<file path="src/logic/ir_cfg_pkg.sv">
// constants, types and field layout for the infrared carrier configuration block
//
// Behaviour
// - bank decodes indices 0..7; index 5 reserved, others as listed registers.
// - consumer carriers: 30..56 kHz in 1 kHz steps, 56.9 kHz, or 400/450/480 kHz.
// - receive and transmit keep independent band selections.
// - mode-select outputs forced low when driven, auto config on, UART mode.
// - demodulator control resets to 29h.
// - demodulator disabled means demodulator control contents are ignored.
// - five-bit centre field picks receive centre; receive band bit picks set.
// - three-bit bandwidth field sets accepted window; outside carriers are rejected.
// - shared-IR receive ignores centre field, window from bandwidth only.
// - low band receive accepts carriers inside centre/bandwidth window.
// - high band receive supports centre codes 00011, 01000, 01011 only.
// - shared-IR transmit carrier fixed 500 kHz; only pulse width applies.
// - modulator control resets to 69h.
// - transmit frequency from low five bits, pulse width from upper three.
// - low band code 3 is 30 kHz plus 1 kHz/step; high 400/450/480.
// - widths 6/7/9/10.6 us low band, 0.7/0.8/0.9 us high band.
// - remote config bit 5 selects receive band, 0 low, 1 high.
package ir_cfg_pkg;
  // ----------------------------------------------------------------
  // clock
  // ----------------------------------------------------------------
  localparam int CLK_PERIOD_NS = 8;
  localparam int CLK_KHZ       = 1_000_000 / CLK_PERIOD_NS;

  // ----------------------------------------------------------------
  // register indices (byte address is four times the index)
  // ----------------------------------------------------------------
  localparam logic [2:0] IDX_RX_DEMOD = 3'h0;
  localparam logic [2:0] IDX_TX_CARR  = 3'h1;
  localparam logic [2:0] IDX_RC_CFG   = 3'h2;
  localparam logic [2:0] IDX_LINK_BSR = 3'h3;
  localparam logic [2:0] IDX_XCFG1    = 3'h4;
  localparam logic [2:0] IDX_RSVD     = 3'h5;
  localparam logic [2:0] IDX_XCFG3    = 3'h6;
  localparam logic [2:0] IDX_XCFG4    = 3'h7;

  // ----------------------------------------------------------------
  // reset values
  // ----------------------------------------------------------------
  localparam logic [7:0] RST_RX_DEMOD = 8'h29;
  localparam logic [7:0] RST_TX_CARR  = 8'h69;
  localparam logic [7:0] RST_ZERO     = 8'h00;

  // ----------------------------------------------------------------
  // field positions
  // ----------------------------------------------------------------
  localparam int TX_HIGH_BAND_BIT = 2;
  localparam int DEMOD_DIS_BIT    = 4;
  localparam int RX_HIGH_BAND_BIT = 5;
  localparam int AUTO_CFG_BIT     = 7;

  // ----------------------------------------------------------------
  // carrier figures
  // ----------------------------------------------------------------
  localparam int SIR_KHZ       = 500;
  localparam int HI_A_KHZ      = 400;
  localparam int HI_B_KHZ      = 450;
  localparam int HI_C_KHZ      = 480;
  localparam int LOW_STEP_BASE = 27;
  localparam int LOW_TOP_DKHZ  = 569;
  localparam logic [4:0] CODE_HI_A  = 5'h03;
  localparam logic [4:0] CODE_HI_B  = 5'h08;
  localparam logic [4:0] CODE_HI_C  = 5'h0b;
  localparam logic [4:0] CODE_LO_MAX = 5'h1d;
  localparam logic [4:0] CODE_LO_TOP = 5'h1e;
  localparam int PW_6US_NS   = 6000;
  localparam int PW_7US_NS   = 7000;
  localparam int PW_9US_NS   = 9000;
  localparam int PW_10US6_NS = 10600;
  localparam int PW_0US7_NS  = 700;
  localparam int PW_0US8_NS  = 800;
  localparam int PW_0US9_NS  = 900;

  // ----------------------------------------------------------------
  // types
  // ----------------------------------------------------------------
  typedef struct packed {
    logic [2:0] level;
    logic [2:0] oe;
  } xcvr_sel_t;

  typedef struct packed {
    logic uart_mode;
    logic sir_mode;
  } link_mode_t;
endpackage

</file>
<file path="src/logic/ir_carrier_cfg.sv">
// infrared carrier configuration bank with modulator, demodulator window and axi4-lite slave
`timescale 1ns/1ns
module ir_carrier_cfg #(
  parameter int ADDR_W = 6
) (
  // clock and reset
  input  wire logic                  clock,
  input  wire logic                  srst,
  // axi4-lite slave
  input  wire logic [ADDR_W-1:0]     s_awaddr,
  input  wire logic                  s_awvalid,
  output logic                       s_awready,
  input  wire logic [31:0]           s_wdata,
  input  wire logic [3:0]            s_wstrb,
  input  wire logic                  s_wvalid,
  output logic                       s_wready,
  output logic [1:0]                 s_bresp,
  output logic                       s_bvalid,
  input  wire logic                  s_bready,
  input  wire logic [ADDR_W-1:0]     s_araddr,
  input  wire logic                  s_arvalid,
  output logic                       s_arready,
  output logic [31:0]                s_rdata,
  output logic [1:0]                 s_rresp,
  output logic                       s_rvalid,
  input  wire logic                  s_rready,
  // mode from the uart datapath
  input  wire ir_cfg_pkg::link_mode_t mode,
  input  wire logic                  tx_active,
  // transceiver pins
  input  wire logic                  rx_subcarrier,
  input  wire logic [2:0]            xcvr_id_in,
  output ir_cfg_pkg::xcvr_sel_t      transceiver_mode_sel_out,
  output logic                       tx_carrier,
  output logic                       rx_envelope,
  output logic                       rx_carrier_hit
);

  // ----------------------------------------------------------------
  // helpers
  // ----------------------------------------------------------------
  localparam logic [1:0] RESP_OKAY   = 2'h0;
  localparam logic [1:0] RESP_SLVERR = 2'h2;

  // carrier period in clock cycles, zero for a reserved code
  function automatic logic [15:0] period_of(input logic [4:0] code, input logic high);
    logic [16:0] num;
    num = 17'(ir_cfg_pkg::CLK_KHZ);
    period_of = 16'h0000;
    if (high) begin
      unique case (code)
        ir_cfg_pkg::CODE_HI_A: period_of = 16'(ir_cfg_pkg::CLK_KHZ / ir_cfg_pkg::HI_A_KHZ);
        ir_cfg_pkg::CODE_HI_B: period_of = 16'(ir_cfg_pkg::CLK_KHZ / ir_cfg_pkg::HI_B_KHZ);
        ir_cfg_pkg::CODE_HI_C: period_of = 16'(ir_cfg_pkg::CLK_KHZ / ir_cfg_pkg::HI_C_KHZ);
        default:               period_of = 16'h0000;
      endcase
    end else if (code == ir_cfg_pkg::CODE_LO_TOP) begin
      period_of = 16'(ir_cfg_pkg::CLK_KHZ * 10 / ir_cfg_pkg::LOW_TOP_DKHZ);
    end else if (code >= ir_cfg_pkg::CODE_HI_A && code <= ir_cfg_pkg::CODE_LO_MAX) begin
      period_of = 16'(num / (17'(code) + 17'(ir_cfg_pkg::LOW_STEP_BASE)));
    end
  endfunction

  // pulse width in cycles, zero for a reserved code
  function automatic logic [15:0] width_of(input logic [2:0] code, input logic high);
    width_of = 16'h0000;
    unique case ({high, code})
      4'h2:    width_of = 16'(ir_cfg_pkg::PW_6US_NS / ir_cfg_pkg::CLK_PERIOD_NS);
      4'h3:    width_of = 16'(ir_cfg_pkg::PW_7US_NS / ir_cfg_pkg::CLK_PERIOD_NS);
      4'h4:    width_of = 16'(ir_cfg_pkg::PW_9US_NS / ir_cfg_pkg::CLK_PERIOD_NS);
      4'h5:    width_of = 16'(ir_cfg_pkg::PW_10US6_NS / ir_cfg_pkg::CLK_PERIOD_NS);
      4'ha:    width_of = 16'(ir_cfg_pkg::PW_0US7_NS / ir_cfg_pkg::CLK_PERIOD_NS);
      4'hb:    width_of = 16'(ir_cfg_pkg::PW_0US8_NS / ir_cfg_pkg::CLK_PERIOD_NS);
      4'hc:    width_of = 16'(ir_cfg_pkg::PW_0US9_NS / ir_cfg_pkg::CLK_PERIOD_NS);
      default: width_of = 16'h0000;
    endcase
  endfunction

  // window bounds as period ratio in 1/256, {low, high}; zero for reserved
  function automatic logic [17:0] bw_ratio(input logic [2:0] code);
    unique case (code)
      3'h1:    bw_ratio = {9'd240, 9'd267};
      3'h2:    bw_ratio = {9'd227, 9'd280};
      3'h3:    bw_ratio = {9'd213, 9'd293};
      3'h4:    bw_ratio = {9'd200, 9'd307};
      3'h5:    bw_ratio = {9'd187, 9'd320};
      3'h6:    bw_ratio = {9'd173, 9'd333};
      default: bw_ratio = 18'h0_0000;
    endcase
  endfunction

  // ----------------------------------------------------------------
  // registers
  // ----------------------------------------------------------------
  logic [7:0]        rx_demod_window_ctrl_r;
  logic [7:0]        tx_carrier_ctrl_r;
  logic [7:0]        remote_ctl_config_r;
  logic [7:0]        link_ctrl_bank_select_r;
  logic [7:0]        transceiver_config_one_r;
  logic [7:0]        transceiver_config_three_r;
  logic [7:0]        transceiver_config_four_r;
  logic [2:0]        id_s1_r;
  logic [2:0]        id_s2_r;
  logic [2:0]        id_s3_r;
  logic [2:0]        id_f_r;

  logic              aw_have_r;
  logic              w_have_r;
  logic [2:0]        aw_idx_r;
  logic              aw_bad_r;
  logic [7:0]        wbyte_r;
  logic              wlane_r;
  logic              do_write;
  logic [ADDR_W-1:0] ar_addr;

  assign do_write = aw_have_r && w_have_r && !s_bvalid;
  assign ar_addr  = s_araddr;

  // ----------------------------------------------------------------
  // axi write path
  // ----------------------------------------------------------------
  always_ff @(posedge clock) begin
    if (srst) begin
      s_awready <= 1'b1;
      s_wready  <= 1'b1;
      aw_have_r <= 1'b0;
      w_have_r  <= 1'b0;
      aw_idx_r  <= 3'h0;
      aw_bad_r  <= 1'b0;
      wbyte_r   <= 8'h00;
      wlane_r   <= 1'b0;
      s_bvalid  <= 1'b0;
      s_bresp   <= RESP_OKAY;
    end else begin
      if (s_awvalid && s_awready) begin
        aw_have_r <= 1'b1;
        s_awready <= 1'b0;
        aw_idx_r  <= s_awaddr[4:2];
        aw_bad_r  <= (s_awaddr[ADDR_W-1:5] != '0) || (s_awaddr[1:0] != 2'h0);
      end
      if (s_wvalid && s_wready) begin
        w_have_r <= 1'b1;
        s_wready <= 1'b0;
        wbyte_r  <= s_wdata[7:0];
        wlane_r  <= s_wstrb[0];
      end
      if (do_write) begin
        aw_have_r <= 1'b0;
        w_have_r  <= 1'b0;
        s_bvalid  <= 1'b1;
        s_bresp   <= aw_bad_r ? RESP_SLVERR : RESP_OKAY;
      end
      if (s_bvalid && s_bready) begin
        s_bvalid  <= 1'b0;
        s_awready <= 1'b1;
        s_wready  <= 1'b1;
      end
    end
  end

  // ----------------------------------------------------------------
  // register bank
  // ----------------------------------------------------------------
  always_ff @(posedge clock) begin
    if (srst) begin
      rx_demod_window_ctrl_r     <= ir_cfg_pkg::RST_RX_DEMOD;
      tx_carrier_ctrl_r          <= ir_cfg_pkg::RST_TX_CARR;
      remote_ctl_config_r        <= ir_cfg_pkg::RST_ZERO;
      link_ctrl_bank_select_r    <= ir_cfg_pkg::RST_ZERO;
      transceiver_config_one_r   <= ir_cfg_pkg::RST_ZERO;
      transceiver_config_three_r <= ir_cfg_pkg::RST_ZERO;
      transceiver_config_four_r  <= ir_cfg_pkg::RST_ZERO;
    end else if (do_write && wlane_r && !aw_bad_r) begin
      unique case (aw_idx_r)
        ir_cfg_pkg::IDX_RX_DEMOD: rx_demod_window_ctrl_r   <= wbyte_r;
        ir_cfg_pkg::IDX_TX_CARR:  tx_carrier_ctrl_r        <= wbyte_r;
        ir_cfg_pkg::IDX_RC_CFG:   remote_ctl_config_r      <= wbyte_r;
        ir_cfg_pkg::IDX_LINK_BSR: link_ctrl_bank_select_r  <= wbyte_r;
        // bits whose pin is an input keep their value; writes there are ignored
        ir_cfg_pkg::IDX_XCFG1: transceiver_config_one_r <=
          (wbyte_r & {5'h1f, transceiver_config_four_r[2:0]})
          | (transceiver_config_one_r & {5'h00, ~transceiver_config_four_r[2:0]});
        ir_cfg_pkg::IDX_RSVD:     ;
        ir_cfg_pkg::IDX_XCFG3:    transceiver_config_three_r <= wbyte_r;
        ir_cfg_pkg::IDX_XCFG4:    transceiver_config_four_r  <= wbyte_r;
      endcase
    end
  end

  // ----------------------------------------------------------------
  // axi read path
  // ----------------------------------------------------------------
  logic [7:0] rd_byte;
  always_comb begin
    unique case (ar_addr[4:2])
      ir_cfg_pkg::IDX_RX_DEMOD: rd_byte = rx_demod_window_ctrl_r;
      ir_cfg_pkg::IDX_TX_CARR:  rd_byte = tx_carrier_ctrl_r;
      ir_cfg_pkg::IDX_RC_CFG:   rd_byte = remote_ctl_config_r;
      ir_cfg_pkg::IDX_LINK_BSR: rd_byte = link_ctrl_bank_select_r;
      ir_cfg_pkg::IDX_XCFG1:    rd_byte = {transceiver_config_one_r[7:3],
        (transceiver_config_one_r[2:0] & transceiver_config_four_r[2:0])
        | (id_f_r & ~transceiver_config_four_r[2:0])};
      ir_cfg_pkg::IDX_RSVD:     rd_byte = 8'h00;
      ir_cfg_pkg::IDX_XCFG3:    rd_byte = transceiver_config_three_r;
      ir_cfg_pkg::IDX_XCFG4:    rd_byte = transceiver_config_four_r;
    endcase
  end

  always_ff @(posedge clock) begin
    if (srst) begin
      s_arready <= 1'b1;
      s_rvalid  <= 1'b0;
      s_rdata   <= 32'h0000_0000;
      s_rresp   <= RESP_OKAY;
    end else if (s_arvalid && s_arready) begin
      s_arready <= 1'b0;
      s_rvalid  <= 1'b1;
      if ((ar_addr[ADDR_W-1:5] != '0) || (ar_addr[1:0] != 2'h0)) begin
        s_rdata <= 32'h0000_0000;
        s_rresp <= RESP_SLVERR;
      end else begin
        s_rdata <= {24'h00_0000, rd_byte};
        s_rresp <= RESP_OKAY;
      end
    end else if (s_rvalid && s_rready) begin
      s_rvalid  <= 1'b0;
      s_arready <= 1'b1;
    end
  end

  // ----------------------------------------------------------------
  // pin synchronisers
  // ----------------------------------------------------------------
  logic rx_s1_r;
  logic rx_s2_r;
  logic rx_s3_r;
  logic rx_f_r;
  logic rx_prev_r;

  always_ff @(posedge clock) begin
    if (srst) begin
      {rx_s1_r, rx_s2_r, rx_s3_r, rx_f_r, rx_prev_r} <= 5'h00;
      {id_s1_r, id_s2_r, id_s3_r, id_f_r}            <= 12'h000;
    end else begin
      rx_s1_r   <= rx_subcarrier;
      rx_s2_r   <= rx_s1_r;
      rx_s3_r   <= rx_s2_r;
      rx_prev_r <= rx_f_r;
      if (rx_s2_r == rx_s3_r) begin
        rx_f_r <= rx_s3_r;
      end
      id_s1_r <= xcvr_id_in;
      id_s2_r <= id_s1_r;
      id_s3_r <= id_s2_r;
      // per bit, a change counts only once the two later stages agree
      id_f_r  <= (id_s3_r & ~(id_s2_r ^ id_s3_r)) | (id_f_r & (id_s2_r ^ id_s3_r));
    end
  end

  // ----------------------------------------------------------------
  // transceiver mode-select outputs
  // ----------------------------------------------------------------
  always_ff @(posedge clock) begin
    if (srst) begin
      transceiver_mode_sel_out <= '0;
    end else begin
      transceiver_mode_sel_out.oe <= transceiver_config_four_r[2:0];
      if (transceiver_config_four_r[ir_cfg_pkg::AUTO_CFG_BIT] && mode.uart_mode) begin
        transceiver_mode_sel_out.level <= 3'h0;
      end else begin
        transceiver_mode_sel_out.level <= transceiver_config_one_r[2:0];
      end
    end
  end

  // ----------------------------------------------------------------
  // transmit modulator
  // ----------------------------------------------------------------
  logic        tx_high;
  logic [15:0] tx_per;
  logic [15:0] tx_wid;
  logic [15:0] tx_cnt_r;

  assign tx_high = remote_ctl_config_r[ir_cfg_pkg::TX_HIGH_BAND_BIT];
  // shared-IR uses a fixed carrier and the high-band width set
  assign tx_per  = mode.sir_mode ? 16'(ir_cfg_pkg::CLK_KHZ / ir_cfg_pkg::SIR_KHZ)
                                 : period_of(tx_carrier_ctrl_r[4:0], tx_high);
  assign tx_wid  = width_of(tx_carrier_ctrl_r[7:5], tx_high || mode.sir_mode);

  always_ff @(posedge clock) begin
    if (srst) begin
      tx_cnt_r   <= 16'h0000;
      tx_carrier <= 1'b0;
    end else begin
      if (!tx_active || tx_cnt_r + 16'h0001 >= tx_per) begin
        tx_cnt_r <= 16'h0000;
      end else begin
        tx_cnt_r <= tx_cnt_r + 16'h0001;
      end
      // reserved codes give no carrier at all
      tx_carrier <= tx_active && (tx_per != 16'h0000) && (tx_cnt_r < tx_wid);
    end
  end

  // ----------------------------------------------------------------
  // receive demodulator window
  // ----------------------------------------------------------------
  logic        rx_high;
  logic        demod_off;
  logic [15:0] rx_ctr;
  logic [17:0] ratio;
  logic [24:0] lo_prod;
  logic [24:0] hi_prod;
  logic [15:0] per_lo;
  logic [15:0] per_hi;
  logic [15:0] rx_cnt_r;
  logic        rise;
  logic        in_win;

  assign rx_high   = remote_ctl_config_r[ir_cfg_pkg::RX_HIGH_BAND_BIT];
  assign demod_off = remote_ctl_config_r[ir_cfg_pkg::DEMOD_DIS_BIT];
  assign rx_ctr    = mode.sir_mode ? 16'(ir_cfg_pkg::CLK_KHZ / ir_cfg_pkg::SIR_KHZ)
                                   : period_of(rx_demod_window_ctrl_r[4:0], rx_high);
  assign ratio     = bw_ratio(rx_demod_window_ctrl_r[7:5]);
  assign lo_prod   = rx_ctr * ratio[17:9];
  assign hi_prod   = rx_ctr * ratio[8:0];
  assign per_lo    = lo_prod[23:8];
  assign per_hi    = hi_prod[23:8];
  assign rise      = rx_f_r && !rx_prev_r;
  assign in_win    = (per_hi != 16'h0000) && (rx_cnt_r >= per_lo) && (rx_cnt_r <= per_hi);

  always_ff @(posedge clock) begin
    if (srst) begin
      rx_cnt_r       <= 16'h0000;
      rx_envelope    <= 1'b0;
      rx_carrier_hit <= 1'b0;
    end else begin
      if (rise) begin
        rx_cnt_r <= 16'h0000;
      end else if (rx_cnt_r != 16'hffff) begin
        rx_cnt_r <= rx_cnt_r + 16'h0001;
      end
      rx_carrier_hit <= !demod_off && rise && in_win;
      if (demod_off) begin
        rx_envelope <= rx_f_r;
      end else if (rise && in_win) begin
        rx_envelope <= 1'b1;
      end else if (rise || rx_cnt_r > per_hi) begin
        rx_envelope <= 1'b0;
      end
    end
  end

endmodule

</file>
<file path="config.mk">
export PLATFORM = sky130hd
export DESIGN_NAME = ir_carrier_cfg
export DESIGN_NICKNAME = d
export VERILOG_FILES = /design/src/logic/ir_cfg_pkg.sv /design/src/logic/ir_carrier_cfg.sv
export SDC_FILE = /design/constraint.sdc
export NUM_CORES = 1
export LEC_CHECK = 0
export BUFFER_PORTS_ARGS = -buffer_cell sky130_fd_sc_hd__buf_2
export CORE_MARGIN = 2
export CORE_UTILIZATION = 55
export CTS_CLUSTER_SIZE = 8
export DETAILED_ROUTE_END_ITERATION = 8
export GPL_TIMING_DRIVEN = 0
export PLACE_DENSITY = 0.75
export SLEW_MARGIN = 20
export SYNTH_ARGS = -nofsm -noshare
export SYNTH_HDL_FRONTEND = slang
export SYNTH_SLANG_ARGS = --single-unit
</file>
<file path="constraint.sdc">
create_clock -name clock -period 34.9 [get_ports clock]
set_input_delay 6.98 -clock clock [delete_from_list [all_inputs] [get_ports clock]]
set_output_delay 6.98 -clock clock [all_outputs]
set_load 0.01 [all_outputs]
</file>
==> impl_metrics.py <==
metrics = {
    "die": {
        "io_pins": 112,
        "dieArea_sq_um": 50900,
        "floorplan.die.height_microns": 226,
        "placeableCoreArea_sq_um": 48600,
        "num_rows": 81,
        "start_util_pct": 55.5,
        "die_w_microns": 226,
    },
    "yosys": {
        "syn_avg_cell_area_sq_um": 7.63,
        "asyncSetResetFlopFracSynth_pct": 0,
        "yosysUniqueCellTypes": 120,
        "sequential_to_total_area_share_from_yosys_stat_pct": 10.7,
        "syn_area_sq_um": 27000,
        "synth.top_cell.area_share_pct": 14.0,
        "synth-edff-count": 0,
        "synthFlopType": "sky130_fd_sc_hd__dfxtp_1",
        "synth_warnings": 0,
        "post-synth-top-count-cell": "sky130_fd_sc_hd__nor2_1",
        "post_synth_most_frequent_cells": "sky130_fd_sc_hd__nor2_1 (389), sky130_fd_sc_hd__a21oi_1 (303), sky130_fd_sc_hd__ha_1 (303), sky130_fd_sc_hd__nand2_1 (300), sky130_fd_sc_hd__inv_1 (281)",
        "yosys_register_bits": 144,
        "synthCells": 3537,
        "netlist.top_cell.by_area": "sky130_fd_sc_hd__ha_1",
        "synth_top_cells_by_area": "sky130_fd_sc_hd__ha_1 (14%), sky130_fd_sc_hd__fa_1 (12%), sky130_fd_sc_hd__dfxtp_1 (11%), sky130_fd_sc_hd__a21oi_1 (5.6%), sky130_fd_sc_hd__nor2_1 (5.4%)",
    },
    "clocking": {
        "clk_transition_reported_paths_ns": 0.08,
        "clkLatencyLatePin_ns": 0.44,
        "clock_tree_from_tritoncts": "yes",
        "clock_tree.root_cell": "sky130_fd_sc_hd__clkbuf_16",
        "clk_path_buf_depth": 2,
        "cts_hold_buf": 0,
        "clock_sink_count": 144,
        "cts_inserted_buffers": 17,
        "cts_htree_levels": 4,
    },
    "timing": {
        "timing_hold_violations_final": 0,
        "transition_time_of_the_tightest_slew_check_pin_ns": 1.10,
        "setup_viol_count_final": 0,
        "timing.max_slew.rel_slack_pct": 26.3,
        "finalCritPeriodShare_pct": 95.1,
        "min_period_ns": 33.17,
        "max_freq_mhz": 30.1,
        "final_worst_clock_skew_ns": 0.0114,
        "setup_ws_ns": 1.73,
        "drv_slew": 0,
        "timing.hold.ws_ns": 0.444,
    },
    "layout": {
        "final_net_count": 4267,
        "flow.area_growth_from_synthesis_pct": 11.2,
        "antenna_cells": 0,
        "drive_above_1_share_pct": 11.5,
        "util_after_layout_pct": 61.7,
        "final-instance-count-excl-fill": 4372,
    },
    "critical_path": {
        "worst_setup_path_end_kind": "flop",
        "critPathLaunch": "rx_demod_window_ctrl_r[0]",
        "timing.rr.start": "rx_demod_window_ctrl_r[0]",
        "crit_type": "flop to flop",
        "cp_top_family": "compound AO/OA/AOI/OAI gates",
        "startpoint_type": "flop",
        "critical_path_required_ns": 35.26,
        "slowest_stage": "sky130_fd_sc_hd__or4_4",
        "cp.arrival_ns": 33.53,
        "cp_slowest_stage_delay_ns": 0.52,
        "path_buf_inv": 20,
        "crit_top_cell": "sky130_fd_sc_hd__ha_1",
        "worst-path-max-fanout": 12,
    },
    "placed_design": {
        "gp_congestion": 0.957,
        "numPortBuffers": 56,
        "place.detailed.hpwl_microns": 60100,
        "detailedPlace.worstSlack_ns": -5.40,
        "placedCellCount": 4282,
    },
    "min_path": {
        "hold_path.class": "flop to flop",
        "hold_path.startpoint": "id_s1_r[0]",
    },
    "route": {
        "detailedRoute.firstPassIterationCount": 8,
        "routed_wire_length_per_instance_microns": 17.3,
        "drc_errors": 0,
        "postRouteWirelength_microns": 75800,
        "via_count": 26300,
        "drt_iter0_markers": 1898,
        "detail-route-antenna-nets": 0,
        "post_drt_via_cell_ratio": 6.03,
    },
    "global_route": {
        "grt_pass1_wl_microns": 125000,
        "grt.met3_usage_pct": 3.60,
        "grt_antenna_before_repair": 1,
        "globalRoute.busiestLayer": "met2",
        "pin_count_of_the_biggest_net_entering_global_routing": 20,
        "total_grt_usage_pct": 29.9,
        "grt_util_met1_pct": 40.9,
        "first_global_vias": 25000,
        "globalRouteOverflowTotal": 0,
        "groute.layer.met2.usage_pct": 49.3,
    },
    "outcome": {
        "outcome": "finished clean",
    },
    "flow_run": {
        "max-cap-violations": 0,
    },
}
## state kept, by name, indices dropped and copies added (netlist names), 3 cells and up, named ones only
| signal | count |
|---|---|
| rx_cnt_r | 16 |
| tx_cnt_r | 16 |
| link_ctrl_bank_select_r | 8 |
| remote_ctl_config_r | 8 |
| rx_demod_window_ctrl_r | 8 |
| s_rdata | 8 |
| transceiver_config_four_r | 8 |
| transceiver_config_three_r | 8 |
| tx_carrier_ctrl_r | 8 |
| wbyte_r | 8 |
| transceiver_mode_sel_out | 6 |
| transceiver_config_one_r | 5 |
| aw_idx_r | 3 |
| id_s1_r | 3 |
| id_s2_r | 3 |
| id_s3_r | 3 |
## repair_timing
item / 4_1_cts / 5_1_grt
buffers inserted: 12 / 49
endpoints found under the hold margin: 0 / 0
gates cloned: 0 / 0
gates resized for setup: 63 / 93
setup endpoints to repair: 2 / 18
pin swaps: 7 / 33
## cells in the final DEF (no fill, tap or decap), drive strengths merged, types with 38 or more instances in the layout
cell	n
nor2	389
a21oi	306
ha	303
nand2	300
inv	289
o21ai	172
buf	171
fa	165
dfxtp	144
clkbuf	110
xnor2	103
a21o	98
nor2b	87
nand3	86
mux2i	85
nand2b	80
nor3	73
conb	65
xor2	63
mux2	43
o21a	43
a31oi	42
nand4	38
## final cells by class
| type | count | area [sq um] |
|---|---|---|
| Clock buffer | 17 | 425 |
| Inverter | 284 | 1070 |
| Fill cell | 4420 | 18600 |
| Multi-Input combinational cell | 3026 | 23100 |
| Timing Repair Buffer | 121 | 787 |
| Clock inverter | 15 | 199 |
| Buffer | 143 | 716 |
| Sequential cell | 144 | 2890 |
| Tap cell | 622 | 778 |
## worst reg2reg max path: cells and delay by family (launching register included)
kind | cells | cell delay (ns)
AOI/OAI and AO/OA | 73 | 12.23
and+or+nand+nor | 48 | 8.41
adders and majority gates | 21 | 7.33
buffers and inverters | 20 | 2.92
muxes | 7 | 1.67
DFF | 1 | 0.40
xor gates and xnor gates | 1 | 0.16
## kinds of logic (layout without fill, tap and decap cells)
logic type      count (synthesis)  in the layout  synth area share, %
other cells                     2             65               0.0278
fa+ha+maj                     468            468                 26.3
buf+inv                       430            580                 6.50
mux                           128            128                 5.04
simple gates                 1248           1248                 22.6
xor+xnor                      166            166                 5.39
flops                         144            144                 10.7
compound gates                951            951                 23.4
## metal layers
| metal | vias to the layer above | share of wire (%) |
|---|---|---|
| met2 | 833 | 46 |
| met3 | 139 | 5.8 |
| met5 | - | 0.013 |
| li1 | 12900 | - |
| met1 | 12500 | 46 |
| met4 | 2 | 2.4 |
## final timing paths
check / slack [ns] / depth (start not counted) / to
worst max-delay path: 1.73 / 170 / rx_envelope
worst min-delay path: 0.44 / 1 / id_s2_r[0]
worst max register to register: 1.73 / 170 / rx_envelope
worst min register to register: 0.44 / 1 / id_s2_r[0]
## stage by stage
stage / area, sq um / TNS (ns)
2_1_floorplan: 27200 / 0
3_3_place_gp: 28300 / -10.80
3_5_place_dp: 28400 / -10.68
4_1_cts: 29300 / 0
5_1_grt: 30000 / -0.730
6_report: 30000 / 0
Power is not shown: default switching activity piles up to over one toggle a cycle in this logic, so the estimate is an artifact.
